## src/dssb_pkg.sv

```systemverilog
// Package: status byte layout, reason codes and behaviour notes for the drive status bytes
// Notes on behaviour
// Unavailable bit tracks inoperable drive; each change raises the pending event latch.
// Index, sector and clocks are meaningless while unavailable; host ignores them.
// Protocol error on parity, both strobes idle, wrong direction, repeated cycles.
// Erroneous exchange is not executed; read-direction second byte returns general status.
// Protocol error bit cleared only by fault flush; detection raises the latch.
// Bad opcode on unimplemented code or opcode parity; parity also marks protocol error.
// Bad operand on range, illegal value or parity; parity also marks protocol error.
// Status bits 4 and 5 are OR summaries of the error and event bytes.
// Executing bit stays high while any long command runs, independent of busy.
// Completed bit set on long command success, raises latch, cleared by event flush.
// Positioning error set on failed seek, rezero, landing or offset; raises latch.
// Positioning error needing rezero clears only on successful rezero, else fault flush.
// Refused read or write window sets error bits 1 and 5 together; code detects a refused write window only.
// Read/write section fault sets error bit 1 only; fault flush clears; raises latch.
// Supply fault set on bad voltage; flush clears only once gone; raises latch.
// Access denied on gated access to forbidden track; fault flush clears; raises latch.
// Rotation error outside tolerance; flush clears once in tolerance; raises latch.
// Refused command on interlock or sequence error; fault flush clears.
// Misc error for other faults; flush clears only once gone; raises latch.
// Event bits 2,4,6 self clear; 0,1,3,5,7 event flush only and raise latch.
// Bits of unimplemented or undefined options always read zero.
// Busy, unavailable, executing follow the motor and operation state table.
// Availability changed bit set on unavailable change; event flush clears; raises latch.
// Fault flush does not drop attention while the causing error persists.
// Pending latch is sticky; flushes clear it only when no covered source remains.
`default_nettype none
package dssb_pkg;
  // ==========================================================
  // Bit positions
  localparam int GS_UNAVAIL = 0;
  localparam int GS_PROTO = 1;
  localparam int GS_BADOP = 2;
  localparam int GS_BADARG = 3;
  localparam int GS_ERRSUM = 4;
  localparam int GS_EVTSUM = 5;
  localparam int GS_EXEC = 6;
  localparam int GS_DONE = 7;
  localparam int ER_POS = 0;
  localparam int ER_RW = 1;
  localparam int ER_SUPPLY = 2;
  localparam int ER_ACCESS = 3;
  localparam int ER_SPEED = 4;
  localparam int ER_REFUSE = 5;
  localparam int ER_MISC = 6;
  localparam int ER_VENDOR = 7;
  localparam int EV_INIT = 0;
  localparam int EV_AVAIL = 1;
  localparam int EV_RSVHERE = 2;
  localparam int EV_FORCED = 3;
  localparam int EV_RSVALT = 4;
  localparam int EV_TABLE = 5;
  localparam int EV_WPROT = 6;
  localparam int EV_VENDOR = 7;
  // ==========================================================
  // Reset values and option masks
  localparam logic [7:0] GS_RESET = 8'h01;
  localparam logic [7:0] ER_RESET = 8'h00;
  localparam logic [7:0] EV_RESET = 8'h00;
  localparam logic [7:0] EV_STICKY_MASK = 8'hab;
  localparam logic [7:0] EV_SELF_MASK = 8'h54;
  localparam logic [7:0] ER_LATCH_MASK = 8'hdf;
  // ==========================================================
  // Drive activity modes
  typedef enum logic [7:0] {
    DSSB_IDLE = 8'h01,
    DSSB_SPINUP = 8'h02,
    DSSB_SPINDOWN = 8'h04,
    DSSB_STOPPED = 8'h08,
    DSSB_NOMEDIA = 8'h10,
    DSSB_SEEK = 8'h20,
    DSSB_DIAG = 8'h40,
    DSSB_RW = 8'h80
  } dssb_mode_t;
  // Control bus cycle report from the handshake logic
  typedef struct packed {
    logic cycle;
    logic opcodeStrobe;
    logic operandStrobe;
    logic hostDrives;
    logic parityErr;
    logic opcodeKnown;
    logic wantHostDrives;
    logic operandBad;
  } dssb_bus_t;
  // Drive condition inputs
  typedef struct packed {
    logic seekFail;
    logic seekNeedsRezero;
    logic rezeroOk;
    logic longDone;
    logic readGate;
    logic writeGate;
    logic writeDisabled;
    logic headsOffset;
    logic multiHead;
    logic noWriteCurrent;
    logic supplyBad;
    logic readForbidden;
    logic writeForbidden;
    logic speedBad;
    logic interlock;
    logic miscErr;
    logic initDone;
    logic tableModified;
    logic inWriteProt;
  } dssb_cond_t;
endpackage
`default_nettype wire

```

## src/dssb_status.sv

```systemverilog
// Module: drive status, error detail and event detail bytes with pending event latch
`default_nettype none
module dssb_status
  import dssb_pkg::*;
#(
  parameter bit POWER_CHECK = 1'b1,
  parameter bit SPEED_CHECK = 1'b1,
  parameter bit OPERAND_CHECK = 1'b1
)(
  input wire logic clk, // 25 MHz clock
  input wire logic rst, // Sync reset, active high
  input wire logic ce, // Clock enable
  input wire dssb_mode_t mode, // Drive activity mode
  input wire dssb_bus_t bus, // Control bus cycle report
  input wire dssb_cond_t cond, // Drive conditions
  input wire logic faultFlush, // Fault flush command pulse
  input wire logic eventFlush, // Event flush command pulse
  output logic [7:0] statusByte, // Device status byte
  output logic [7:0] errorByte, // Error detail byte
  output logic [7:0] eventByte, // Event detail byte
  output logic busy, // Busy interface signal
  output logic signalsValid, // Index/sector/clock outputs valid
  output logic execCommand, // Exchange accepted for execution
  output logic returnStatus, // Return status byte on bad read exchange
  output logic pendingEvent // Pending event latch
);
  logic [7:0] gsBits_r;
  logic [7:0] errorByte_r;
  logic [7:0] eventByte_r;
  logic pending_r;
  logic lastOpcode_r;
  logic lastOperand_r;
  logic opcodeBad_r;
  logic rezeroNeeded_r;
  logic busyOut_r;
  logic unavailNxt;
  logic execNxt;
  logic protoErr;
  logic badOp;
  logic badArg;
  logic windowRefused;
  logic rwFault;
  logic accessDenied;
  logic [7:0] gsNxt;
  logic [7:0] errNxt;
  logic [7:0] evNxt;
  logic [7:0] gsRise;
  logic [7:0] erRise;
  logic [7:0] evRise;
  logic availToggle;
  logic errPersist;

  // Zero-to-one edges of a byte
  function automatic logic [7:0] rising(input logic [7:0] oldv, input logic [7:0] newv);
    rising = newv & ~oldv;
  endfunction

  // ==========================================================
  // Activity mode decoding
  always_comb
  begin
    unavailNxt = 1'b0;
    execNxt = 1'b0;
    case (mode)
      DSSB_IDLE:
      begin
        unavailNxt = 1'b0;
        execNxt = 1'b0;
      end
      DSSB_SPINUP, DSSB_SPINDOWN:
      begin
        unavailNxt = 1'b1;
        execNxt = 1'b1;
      end
      DSSB_STOPPED, DSSB_NOMEDIA:
      begin
        unavailNxt = 1'b1;
        execNxt = 1'b0;
      end
      DSSB_SEEK:
      begin
        unavailNxt = 1'b0;
        execNxt = 1'b1;
      end
      DSSB_DIAG:
      begin
        unavailNxt = gsBits_r[GS_UNAVAIL];
        execNxt = 1'b1;
      end
      DSSB_RW:
      begin
        unavailNxt = 1'b0;
        execNxt = 1'b0;
      end
      default:
      begin
        unavailNxt = 1'b1;
        execNxt = 1'b0;
      end
    endcase
  end

  // ==========================================================
  // Control bus checking
  always_comb
  begin
    protoErr = 1'b0;
    if (bus.cycle)
    begin
      if (bus.parityErr)
        protoErr = 1'b1;
      if (!bus.opcodeStrobe && !bus.operandStrobe)
        protoErr = 1'b1;
      if (bus.operandStrobe && (bus.hostDrives != bus.wantHostDrives))
        protoErr = 1'b1;
      if (bus.operandStrobe && lastOperand_r)
        protoErr = 1'b1;
      if (bus.opcodeStrobe && lastOpcode_r)
        protoErr = 1'b1;
    end
  end

  assign badOp = bus.cycle && bus.opcodeStrobe && (!bus.opcodeKnown || bus.parityErr);
  // Operand checks are optional; parity on the operand is checked anyway
  assign badArg = bus.cycle && bus.operandStrobe
    && ((OPERAND_CHECK && bus.operandBad) || bus.parityErr);

  // Sequence tracking for repeated cycle detection
  always_ff @(posedge clk)
  begin
    if (rst)
    begin
      lastOpcode_r <= 1'b0;
      lastOperand_r <= 1'b0;
    end
    else if (ce && bus.cycle)
    begin
      lastOpcode_r <= bus.opcodeStrobe && !bus.operandStrobe;
      lastOperand_r <= bus.operandStrobe && !bus.opcodeStrobe;
    end
  end

  // Operand of an unknown or corrupt opcode must not start anything
  always_ff @(posedge clk)
  begin
    if (rst)
      opcodeBad_r <= 1'b0;
    else if (ce && bus.cycle && bus.opcodeStrobe)
      opcodeBad_r <= badOp;
  end

  // An error anywhere in the exchange suppresses execution
  // Nothing is taken while the enable is low, so no answer either
  assign execCommand = ce && bus.cycle && bus.operandStrobe && !protoErr
    && !gsBits_r[GS_PROTO] && !opcodeBad_r && !badArg;
  assign returnStatus = ce && bus.cycle && bus.operandStrobe && !bus.hostDrives
    && (protoErr || gsBits_r[GS_PROTO]);

  // ==========================================================
  // Error detail byte
  assign windowRefused = cond.writeGate && (cond.writeDisabled || cond.headsOffset);
  assign rwFault = cond.multiHead || (cond.writeGate && cond.noWriteCurrent)
    || (cond.readGate && cond.writeGate);
  assign accessDenied = (cond.writeGate && cond.writeForbidden)
    || (cond.readGate && cond.readForbidden);

  always_comb
  begin
    errNxt = errorByte_r;
    if (faultFlush)
    begin
      if (!rezeroNeeded_r)
        errNxt[ER_POS] = 1'b0;
      errNxt[ER_RW] = 1'b0;
      errNxt[ER_ACCESS] = 1'b0;
      errNxt[ER_REFUSE] = 1'b0;
      if (!cond.supplyBad)
        errNxt[ER_SUPPLY] = 1'b0;
      if (!cond.speedBad)
        errNxt[ER_SPEED] = 1'b0;
      if (!cond.miscErr)
        errNxt[ER_MISC] = 1'b0;
    end
    if (cond.rezeroOk)
      errNxt[ER_POS] = 1'b0;
    // Sets are applied last so a same-cycle event beats the flush
    if (cond.seekFail)
      errNxt[ER_POS] = 1'b1;
    if (windowRefused)
    begin
      errNxt[ER_RW] = 1'b1;
      errNxt[ER_REFUSE] = 1'b1;
    end
    if (rwFault)
      errNxt[ER_RW] = 1'b1;
    if (POWER_CHECK && cond.supplyBad)
      errNxt[ER_SUPPLY] = 1'b1;
    if (accessDenied)
      errNxt[ER_ACCESS] = 1'b1;
    if (SPEED_CHECK && cond.speedBad)
      errNxt[ER_SPEED] = 1'b1;
    if (cond.interlock)
      errNxt[ER_REFUSE] = 1'b1;
    if (cond.miscErr)
      errNxt[ER_MISC] = 1'b1;
    errNxt[ER_VENDOR] = 1'b0;
    if (!POWER_CHECK)
      errNxt[ER_SUPPLY] = 1'b0;
    if (!SPEED_CHECK)
      errNxt[ER_SPEED] = 1'b0;
  end

  always_ff @(posedge clk)
  begin
    if (rst)
      rezeroNeeded_r <= 1'b0;
    else if (ce)
    begin
      if (cond.seekFail)
        rezeroNeeded_r <= cond.seekNeedsRezero;
      else if (cond.rezeroOk)
        rezeroNeeded_r <= 1'b0;
    end
  end

  // ==========================================================
  // Event detail byte
  assign availToggle = unavailNxt != gsBits_r[GS_UNAVAIL];

  always_comb
  begin
    evNxt = eventByte_r & EV_STICKY_MASK;
    if (eventFlush)
      evNxt = 8'h00;
    if (cond.initDone)
      evNxt[EV_INIT] = 1'b1;
    if (availToggle)
      evNxt[EV_AVAIL] = 1'b1;
    if (cond.tableModified)
      evNxt[EV_TABLE] = 1'b1;
    // Self clearing level; single port, so reservation bits stay zero
    evNxt[EV_WPROT] = cond.inWriteProt || cond.writeDisabled;
    evNxt[EV_RSVHERE] = 1'b0;
    evNxt[EV_RSVALT] = 1'b0;
    evNxt[EV_FORCED] = 1'b0;
    evNxt[EV_VENDOR] = 1'b0;
  end

  // ==========================================================
  // Device status byte
  always_comb
  begin
    gsNxt = gsBits_r;
    gsNxt[GS_UNAVAIL] = unavailNxt;
    gsNxt[GS_EXEC] = execNxt;
    if (faultFlush)
    begin
      gsNxt[GS_PROTO] = 1'b0;
      gsNxt[GS_BADOP] = 1'b0;
      gsNxt[GS_BADARG] = 1'b0;
    end
    if (eventFlush)
      gsNxt[GS_DONE] = 1'b0;
    if (protoErr || (badOp && bus.parityErr) || (badArg && bus.parityErr))
      gsNxt[GS_PROTO] = 1'b1;
    if (badOp)
      gsNxt[GS_BADOP] = 1'b1;
    if (badArg)
      gsNxt[GS_BADARG] = 1'b1;
    if (cond.longDone)
      gsNxt[GS_DONE] = 1'b1;
    gsNxt[GS_ERRSUM] = 1'b0;
    gsNxt[GS_EVTSUM] = 1'b0;
  end

  assign gsRise = rising(gsBits_r, gsNxt);
  assign erRise = rising(errorByte_r, errNxt);
  assign evRise = rising(eventByte_r, evNxt);

  always_ff @(posedge clk)
  begin
    if (rst)
    begin
      gsBits_r <= GS_RESET;
      errorByte_r <= ER_RESET;
      eventByte_r <= EV_RESET;
    end
    else if (ce)
    begin
      gsBits_r <= gsNxt;
      errorByte_r <= errNxt;
      eventByte_r <= evNxt;
    end
  end

  // ==========================================================
  // Pending event latch
  // Persisting fault sources hold the latch through a fault flush
  assign errPersist = gsNxt[GS_PROTO] || gsNxt[GS_BADOP] || gsNxt[GS_BADARG]
    || |(errNxt & ER_LATCH_MASK);

  always_ff @(posedge clk)
  begin
    if (rst)
      pending_r <= 1'b0;
    else if (ce)
    begin
      if (availToggle || gsRise[GS_PROTO] || gsRise[GS_BADOP] || gsRise[GS_BADARG]
          || gsRise[GS_DONE] || |(erRise & ER_LATCH_MASK)
          || |(evRise & EV_STICKY_MASK)
          || (protoErr && gsBits_r[GS_PROTO]))
        pending_r <= 1'b1;
      else if ((faultFlush || eventFlush) && !errPersist && !(|(evNxt & EV_STICKY_MASK))
               && !gsNxt[GS_DONE])
        pending_r <= 1'b0;
    end
  end

  // Busy is vendor dependent in active modes; we assert it there
  always_ff @(posedge clk)
  begin
    if (rst)
      busyOut_r <= 1'b0;
    else if (ce)
      busyOut_r <= (mode != DSSB_IDLE) && (mode != DSSB_STOPPED)
        && (mode != DSSB_NOMEDIA);
  end

  // ==========================================================
  // Outputs
  always_comb
  begin
    statusByte = gsBits_r;
    statusByte[GS_ERRSUM] = |errorByte_r;
    statusByte[GS_EVTSUM] = |eventByte_r;
  end
  assign errorByte = errorByte_r;
  assign eventByte = eventByte_r;
  assign busy = busyOut_r;
  assign signalsValid = !gsBits_r[GS_UNAVAIL];
  assign pendingEvent = pending_r;
endmodule
`default_nettype wire

```

## config.mk

```make
export PLATFORM = sky130hd
export DESIGN_NAME = dssb_status
export DESIGN_NICKNAME = d
export VERILOG_FILES = /design/src/dssb_pkg.sv /design/src/dssb_status.sv
export SDC_FILE = /design/constraint.sdc
export NUM_CORES = 1
export LEC_CHECK = 0
export ABC_AREA = 1
export BUFFER_PORTS_ARGS = -buffer_cell sky130_fd_sc_hd__buf_2
export CORE_UTILIZATION = 52
export CTS_BUF_LIST = sky130_fd_sc_hd__clkbuf_4
export CTS_CLUSTER_SIZE = 20
export DETAILED_ROUTE_END_ITERATION = 16
export HOLD_SLACK_MARGIN = 0.06
export MAX_ROUTING_LAYER = met4
export PLACE_DENSITY = 0.88
export SLEW_MARGIN = 20
export SYNTH_ARGS = -nofsm -noshare
export SYNTH_HDL_FRONTEND = slang
export SYNTH_SLANG_ARGS = --single-unit
```

## constraint.sdc

```tcl
create_clock -name clk -period 3 [get_ports clk]
set_input_delay 0.15 -clock clk [delete_from_list [all_inputs] [get_ports clk]]
set_output_delay 0.15 -clock clk [all_outputs]
set_load 0.01 [all_outputs]
```

# --- After elaboration in Yosys (flattened, before gate mapping) ---
# Cells that the tools add are included.
totals:
  wordCells: 140
  regBits: 23
op_classes:
  n_bitwise: 6
  n_eq_ne: 11
  n_reduce_logical: 77
  mux: 37
ops:
  columns: ["cell", "n"]
  rows:
  - ["1-bit two-way mux", 33]
  - ["1-bit logical AND", 32]
  - ["1-bit logical OR", 21]
  - ["7-bit by 8-bit AND with 8-bit output", 2]
  - ["7-bit NOT with 8-bit output", 2]
  - ["7-bit OR reduction", 2]
  - ["1-bit logical NOT", 12]
  - ["8-bit AND", 1]
  - ["8-bit by 1-bit equality test with 1-bit output, second input constant", 1]
  - ["8-bit by 2-bit equality test with 1-bit output, second input constant", 1]
  - ["8-bit by 3-bit equality test with 1-bit output, second input constant", 1]
  - ["8-bit by 6-bit equality test with 1-bit output, second input constant", 1]
  - ["8-bit by 7-bit equality test with 1-bit output, second input constant", 1]
  - ["8-bit equality test, second input constant", 1]
  - ["8-bit by 1-bit != test with 1-bit output, second input constant", 1]
  - ["8-bit by 4-bit != test with 1-bit output, second input constant", 1]
  - ["8-bit by 5-bit != test with 1-bit output, second input constant", 1]
  - ["8-bit NOT", 1]
  - ["4-bit OR reduction", 2]
  - ["7-bit two-way mux", 1]
  - ["6-bit two-way mux", 1]
  - ["3-bit OR reduction", 2]
  - ["6-bit OR reduction", 1]
  - ["5-bit OR reduction", 1]
  - ["other kinds (5)", 8]

# --- Longest topological paths before layout ---
# Gate-level depths: netlist of the first run.
logic_depth:
  ltp_word: 20
  ltp_mapped: 12

# --- Least setup slack after synthesis of the first run ---
# Ideal clock, no wire load.
synth_timing:
  kind: "register to register"
  start: "reg eventByte_r[5], in the netlist eventByte[5]"
  end: "reg pending_r, in the netlist pendingEvent"
  n_path_buf: 0
  arrival_time_ns: 1.050
  path_stages_with_launch: 11
  slack_ns: 1.826
  required_ns: 2.875
  cell_sequence: "dfxtp_1 -> inv_1 -> nor2_1 -> nor2_1 -> nand2_1 -> nor2_1 -> nand3_1 -> nor3_1 -> nand3_1 -> nand2_1 -> a21oi_2"
synth_via:
  elab_chain_len: 8
  elab_cells_between_ends: 14
  cone_classes: "mux (3); bitwise (2); reduce/logical (9)"
synth_rtl:
  columns: ["item", "line_no", "source"]
  rows:
  - ["from (decl)", "dssb_status.sv:29", "logic [7:0] eventByte_r;"]
  - ["from (signal assigned)", "dssb_status.sv:292", "eventByte_r <= evNxt;"]
  - ["6-bit two-way mux", "dssb_status.sv:233", "if (eventFlush)"]
  - ["1-bit two-way mux", "dssb_status.sv:239", "if (cond.tableModified)"]
  - ["7-bit by 8-bit AND with 8-bit output or 3-bit OR reduction (tied branches)", "dssb_status.sv:55, dssb_status.sv:313", null]
  - ["5-bit OR reduction or 1-bit logical NOT (tied branches)", "dssb_status.sv:310, dssb_status.sv:313", null]
  - ["1-bit logical OR or 1-bit logical AND (tied branches)", "dssb_status.sv:310, dssb_status.sv:313", null]
  - ["1-bit logical OR or 1-bit logical AND (tied branches)", "dssb_status.sv:311, dssb_status.sv:314", null]
  - ["2-bit nonzero test (no line)", null, null]
  - ["2-bit AND reduction (no line)", null, null]
  - ["to (signal assigned)", "dssb_status.sv:305", "pending_r <= 1'b0;"]
  - ["to (signal assigned)", "dssb_status.sv:312", "pending_r <= 1'b1;"]
  - ["to (signal assigned)", "dssb_status.sv:315", "pending_r <= 1'b0;"]
  - ["to (decl)", "dssb_status.sv:30", "logic pending_r;"]
# Several ways; a longest one is shown, not always the timed one.
# A chain may end at the register's enable or synchronous reset.

# --- Worst setup path in the final report of the first run ---
layout_timing:
  start: "in ce"
  end: "out execCommand"
layout_via:
  elab_chain_len: 6
layout_rtl:
  columns: ["item", "line_no", "source"]
  rows:
  - ["from (decl)", "dssb_status.sv:12", "input wire logic ce,"]
  - ["1-bit logical AND (3 in series)", "dssb_status.sv:154", "assign execCommand = ce && bus.cycle && bus.operandStrobe && !protoErr"]
  - ["1-bit logical AND (3 in series)", "dssb_status.sv:155", "&& !gsBits_r[GS_PROTO] && !opcodeBad_r && !badArg;"]
  - ["to (decl)", "dssb_status.sv:23", "output logic execCommand,"]
# Every way passes these cells.

==> impl_metrics.tcl, run 1 <==
set metrics [dict create \
    area.growth.synth_to_final_pct 22.49 \
    setup_viol 0 \
    cts-resized-gates 0 \
    overflow 0 \
    regToRegSetupSlack_ps 1700 \
    timing.max_slew.rel_slack_pct 66.41 \
    rr_endpoint "pendingEvent" \
    antenna-diode-count 0 \
    clock_transition_at_the_registers_of_the_reported_paths_ps 120 \
    grt.total_usage_pct 25.53 \
    highest_layer "met4" \
    seqPwrFrac_pct 51.1 \
    startpoint "ce" \
    cts_htree_levels 1 \
    post_synthesis_cells 250 \
    hold_viol_final 0 \
    cts_tree "done" \
    yosys.area_share.xor_xnor_pct 0 \
    number_of_global_route_vias_before_repair 1514 \
    power.combinational.fraction_pct 26.0 \
    globalplace.congestion 0.8878 \
    num_rows 19 \
    final_cell_area_um2 1833 \
    critical_path.max_fanout 31 \
    die_w_um 55.65 \
    wl_met3_um 213 \
    grt_antenna_before_repair 0 \
    worstHoldPathType "in -> reg" \
    grt_pass1_wl_um 6168 \
    design.core.area_um2 2734 \
    ys.warnings.count 0 \
    cts.repair_timing.setup_buffer_count 0 \
    drt_iter0_drc 56 \
    avgViaCountPerCell 5.056 \
    io_pins 69 \
    met2RoutedLength_um 1615 \
    min_setup_slack_post_route_ps 1370 \
    drt_pass_1_iters 4 \
    clkPwrFrac_pct 22.9 \
    total_negative_setup_slack_ps 0 \
    critPathArrivalTime_ps 1480 \
    post_synth_instance_area_um2 1496 \
    initial_core_utilization_pct 54.74 \
    power_report.internal_total_w 0.0004529 \
    seq_area_frac_synth_pct 30.77 \
    cts_num_sinks 23 \
    yosys-mux-area-fraction_pct 0 \
    power_density_nw_per_um2 361.6 \
    worstSkewPairLatency_ps 310 \
    totalWireLength_um 3602 \
    cts_inserted_buffers 3 \
    timing.critical_path.to "execCommand" \
    vdd.ir_drop.worst_mv 0.2635 \
    synthesis.area_per_instance_um2 5.986 \
    synth-adder-area-share_pct 0 \
    slew_violations 0 \
    detail_route.drc_violations 0 \
    worstRegToRegCells 8 \
    nNetsFinal 352 \
    worstReg2RegStart "errorByte[6]" \
    setup.worst_path.start_class "input pin" \
    place.detailed.hpwl_um 2857 \
    clock_skew_ps 3.133 \
    switching_share_pct 31.66 \
    avgRoutedWirePerCell_um 10.53 \
    min-delay-start "cond[0]" \
    post-route-period-util_pct 54.35 \
    pre_cts_ws_ps 1384 \
    max-cap-violations 0 \
    die_area_um2 3096 \
    pin_count_of_the_biggest_net_entering_global_routing 32 \
    synth-seq-cells 23 \
    worst_slew_pin_slew_ps 503.8 \
    synth_compound_area_share_pct 15.97 \
    p_total_w 0.0006628 \
    timing.final.crit_period_ps 1630 \
    p_sw_w 0.0002098 \
    rsz_0062_raised_after_global_routing "false" \
    worst_hold_slack_ps 71.32 \
    outcome "complete, no violations" \
    synth.distinct_cells 27 \
    io_buffer_count 63 \
    power.leakage_nw 1.037 \
    worst_path_required_ps 2850 \
    cts_hold_repair.buffers 0 \
    clock-root-buffer "clkbuf_4" \
    synth_top_family_by_area "simple AND/OR/NAND/NOR gates" \
    layout-drive-gt1-share_pct 26.37 \
    antenna_violating_nets_post_route 0 \
    num_vias 1729 \
    synthSimpleGateAreaFrac_pct 37.04 \
    placed_area_um2 1803 \
    cts_max_path_buffers 2 \
    end_kind "output pin" \
    wirelength_met1_um 1705 \
    height_of_the_die_um 55.65 \
    criticalPathCategory "in -> out" \
    upper_clock_frequency_limit_mhz 613.3 \
]
[routing by layer]
layer | track usage [%] | vias up
li1 | - | 903
met1 | 32.80 | 756
met2 | 38.90 | 64
met3 | 4.651 | 6
met4 | 12.14 | 0
met5 | - | -
[sequential cells by signal (all words and copies together), names as in the netlist]
signal,flops
busy,1
eventByte,4
pendingEvent,1
opcodeBad_r,1
lastOperand_r,1
errorByte,7
gsBits_r,6
lastOpcode_r,1
rezeroNeeded_r,1
[cells in the mapped netlist]
library cell	number	share of area [%]
nor2_2	8	3.3
a211oi_1	1	0.50
nor3_1	3	1.0
nand2_1	72	18
a21oi_2	2	1.2
o21ai_0	10	3.3
nand3_1	14	4.7
nor2_1	21	5.3
o221ai_1	1	0.59
o211ai_1	5	2.5
o21ai_1	1	0.33
o41ai_1	1	0.59
inv_1	46	12
buf_4	6	3.0
dfxtp_1	23	31
nand2_2	3	1.3
a22oi_1	1	0.50
or4_1	1	0.50
clkbuf_1	2	0.50
nor4_1	2	0.84
nand4_1	5	2.1
inv_2	1	0.25
buf_2	2	0.67
a21oi_1	16	5.4
conb_1	1	0.25
o21bai_1	1	0.50
o21ai_2	1	0.59
[how the worst min path moves through the flow]
| stage | end | slack (ps) | cells after the start |
|---|---|---|---|
| floorplan | eventByte[6] | 270 | 2 |
| global placement | eventByte[6] | 390 | 3 |
| detailed placement | eventByte[6] | 400 | 3 |
| CTS | eventByte[6] | 70 | 3 |
| global route | eventByte[6] | 70 | 3 |
| finish | eventByte[6] | 70 | 3 |
[cells in the final DEF, fill, tap and decap left out]
cell type and instances:
nand2_2 3, o221ai_1 1, o41ai_1 1, o21bai_1 1, nor3_1 3, a21oi_2 2, inv_2 1, nand2_1 72
a211oi_1 1, nor4_1 2, or4_1 1, a21oi_1 16, clkbuf_4 4, nor2_2 8, o21ai_1 1, inv_1 46
a22oi_1 1, conb_1 5, o21ai_0 10, o21ai_2 1, buf_2 63, dfxtp_1 23, nor2_1 21, nand3_1 14
nand4_1 5, o211ai_1 5
[metrics by stage]
step	util, %	std cells
5_1_grt	67.05	342
6_report	67.05	342
2_1_floorplan	-	254
4_1_cts	67.05	342
3_3_place_gp	65.95	338
3_5_place_dp	65.95	338
[power by group through the flow]
stage	combinational (W)	sequential [W]	clock [W]
floorplan	0.0000983	0.000351	0
detailed placement	0.000171	0.000345	0
global route	0.000195	0.000341	0.000176
CTS	0.000173	0.000338	0.000153
global placement	0.000168	0.000345	0
finish	0.000172	0.000339	0.000152
[logic make-up after synthesis]
| logic type | Yosys count |
|---|---|
| and+or+nand+nor | 129 |
| buffers and inverters | 57 |
| AOI/OAI and AO/OA | 40 |
| DFF | 23 |
| other | 1 |
[cell type report]
class / instances / area, µm²
clock buffers: 4 / 30.03
fillers: 269 / 900.9
inverters: 47 / 176.4
multi-input cells: 174 / 812.0
flip-flops and latches: 23 / 460.4
well taps: 31 / 38.79
repair buffers: 63 / 315.3
[worst max-delay path, cell delays in order]
cell	delay [ps]
buf_2	410
nand2_1	180
nor2_1	200
inv_1	70
nor4_1	280
buf_2	190
(Power assumes the default switching activity.)
==> run 2, diff against run 1 <==
- ABC_AREA: 1 -> 0
- CORE_UTILIZATION: 52 -> 47
- PLACE_DENSITY: 0.88 -> 0.82
- clock period: 3 -> 1.55 ns (I/O delays scaled with it)
==> impl_metrics.tcl, run 2 <==
set metrics [dict create \
    synth_enable_flop_cells 0 \
    vdd.ir_drop.worst_mv 0.6503 \
    height_of_the_die_um 56.46 \
    grt.total_usage_pct 26.48 \
    synth_commonest_cells "dfxtp_1, nor2_1, nand2_1" \
    seq_area_frac_synth_pct 33.03 \
    end_kind "flop" \
    nNetsFinal 310 \
    number_of_global_route_vias_before_repair 1459 \
    upper_clock_frequency_limit_mhz 527.0 \
    max-cap-violations 0 \
    grt_pass1_wl_um 6555 \
    failed_checks "setup timing" \
    critical_path.max_fanout 2 \
    met3_usage_pct 2.535 \
    worstSkewPairLatency_ps 310 \
    asyncSetResetFlopFracSynth_pct 0 \
    clock_transition_at_the_registers_of_the_reported_paths_ps 130 \
    cts_tree "done" \
    cts_htree_levels 1 \
    num_vias 1661 \
    worst_path_required_ps 1750 \
    critPathArrivalTime_ps 2100 \
    globalplace.congestion 0.8608 \
    grtUsageMet1_pct 34.00 \
    most_congested_layer_reported_by_global_routing "met2" \
    power.leakage_nw 0.9307 \
    detail_route.drc_violations 0 \
    layout_common_cells "buf_2, nor2_1, buf_4" \
    drt_pass_1_iters 4 \
    rsz_0062_raised_after_global_routing "true" \
    timing.final.crit_period_ps 1897 \
    post_synthesis_cells 182 \
    worstHoldPathType "in -> reg" \
    setup.worst_path.start_class "flop" \
    initial_core_utilization_pct 50.11 \
    total_negative_setup_slack_ps -700.7 \
    nFillCells 246 \
    design.core.area_um2 2781 \
    antenna_violating_nets_post_route 0 \
    num_rows 19 \
    place.detailed.hpwl_um 2977 \
    share_of_the_core_filled_with_cells_pct 72.02 \
    setup_viol 3 \
    synth_top_cells_by_area "dfxtp_1, nor2_1, a22oi_1" \
    ys.warnings.count 0 \
    avgRoutedWirePerCell_um 14.02 \
    cts_inserted_buffers 3 \
    yosys.area.top_type_share_pct 33.03 \
    area.growth.synth_to_final_pct 43.72 \
    synth.distinct_cells 48 \
    synthesis.area_per_instance_um2 7.658 \
    post_synth_instance_area_um2 1394 \
    totalWireLength_um 4205 \
    clock_skew_ps 1.496 \
    regToRegSetupSlack_ps -350 \
    gr-usage-met2_pct 45.88 \
    die_area_um2 3187 \
    overflow 0 \
    io_pins 69 \
    outcome "complete, but fails checks" \
    io_buffer_count 63 \
    hold_viol_final 0 \
    drt_iter0_drc 69 \
    cts_max_path_buffers 2 \
    layout-drive-gt1-share_pct 38.29 \
    clock-root-buffer "clkbuf_4" \
    avgViaCountPerCell 5.537 \
    grt_antenna_before_repair 0 \
    antenna-diode-count 0 \
    synth_flop_cell "dfxtp_1" \
    worst_slew_pin_slew_ps 480.5 \
    synthDominantAreaCellType "dfxtp_1" \
    die_w_um 56.46 \
    slew_violations 0 \
    post-route-period-util_pct 122.4 \
    timing.max_slew.rel_slack_pct 67.14 \
    pin_count_of_the_biggest_net_entering_global_routing 25 \
    synth-seq-cells 23 \
    power_density_nw_per_um2 676.7 \
    layout_commonest_cell "buf_2" \
    cts_num_sinks 23 \
    min_setup_slack_post_route_ps -347.5 \
    criticalPathCategory "reg -> reg" \
    largest_register_ffs 7 \
]
run 2: final timing paths:
kind / cells after the start / endpoint / startpoint
setup / recovery: 6 / pendingEvent / errorByte[4]
hold / removal: 3 / eventByte[5] / cond[1]
setup reg to reg: 6 / pendingEvent / errorByte[4]
hold reg to reg: 2 / gsBits_r[6] / gsBits_r[6]
run 2: layer usage:
metal	wire length (µm)	part of all wire, %
met1	1773	42
met2	2136	51
met3	263	6.3
met4	31	0.74
met5	0	0
run 2: repair_timing:
item,in CTS,in global routing
pin swaps,3,4
setup endpoints to repair,4,4
endpoints found under the hold margin,7,0
hold buffers,7,0
buffers inserted,0,1
gates resized for setup,6,6
gates cloned,0,0
run 2: per-stage QoR:
stage	hold slack, ps	cell area [µm²]	setup WS, ps	total power, W	instances
after floorplan	177.2	1413	-334.8	0.0008604	186
final	70.14	2003	-347.5	0.001356	300
after global placement	352.3	1849	-338.8	0.001035	288
after detailed placement	354.1	1849	-375.4	0.001040	288
after global routing	73.68	2003	-465.7	0.001431	300
after CTS	66.15	1967	-326.4	0.001341	299
run 2: kinds of logic (layout without fill, tap and decap cells):
family / after synthesis / count (layout) / share of synthesized area (%)
other cells: 1 / 5 / 0.2690
simple gates: 74 / 74 / 28.54
mux: 1 / 1 / 0.7182
buf+inv: 23 / 106 / 7.540
compound gates: 55 / 55 / 26.75
flops: 23 / 23 / 33.03
xor+xnor: 5 / 5 / 3.142
run 2: critical path, cell delays in order (launching register included):
cell     delay (ps)
dfxtp_2         340
or4_4           540
nor4_2          170
nor2_1           70
or4_1           420
nor4_2          150
o32ai_1         100
run 2: power breakdown:
part,switching [W],leakage (nW),internal [W]
clock network,0.000186,0.0177,0.0000963
logic,0.000216,0.721,0.000203
registers,0.0000267,0.192,0.000627
run 2: final cells by class:
cell class,count,area (µm²),share of cell area [%]
clock buffers,3,22.52,1.124
inverters,12,45.04,2.249
repair buffers,90,541.8,27.05
clock inverters,1,5.005,0.2498
flip-flops and latches,23,466.7,23.30
multi-input cells,140,883.3,44.10
well taps,31,38.79,1.936
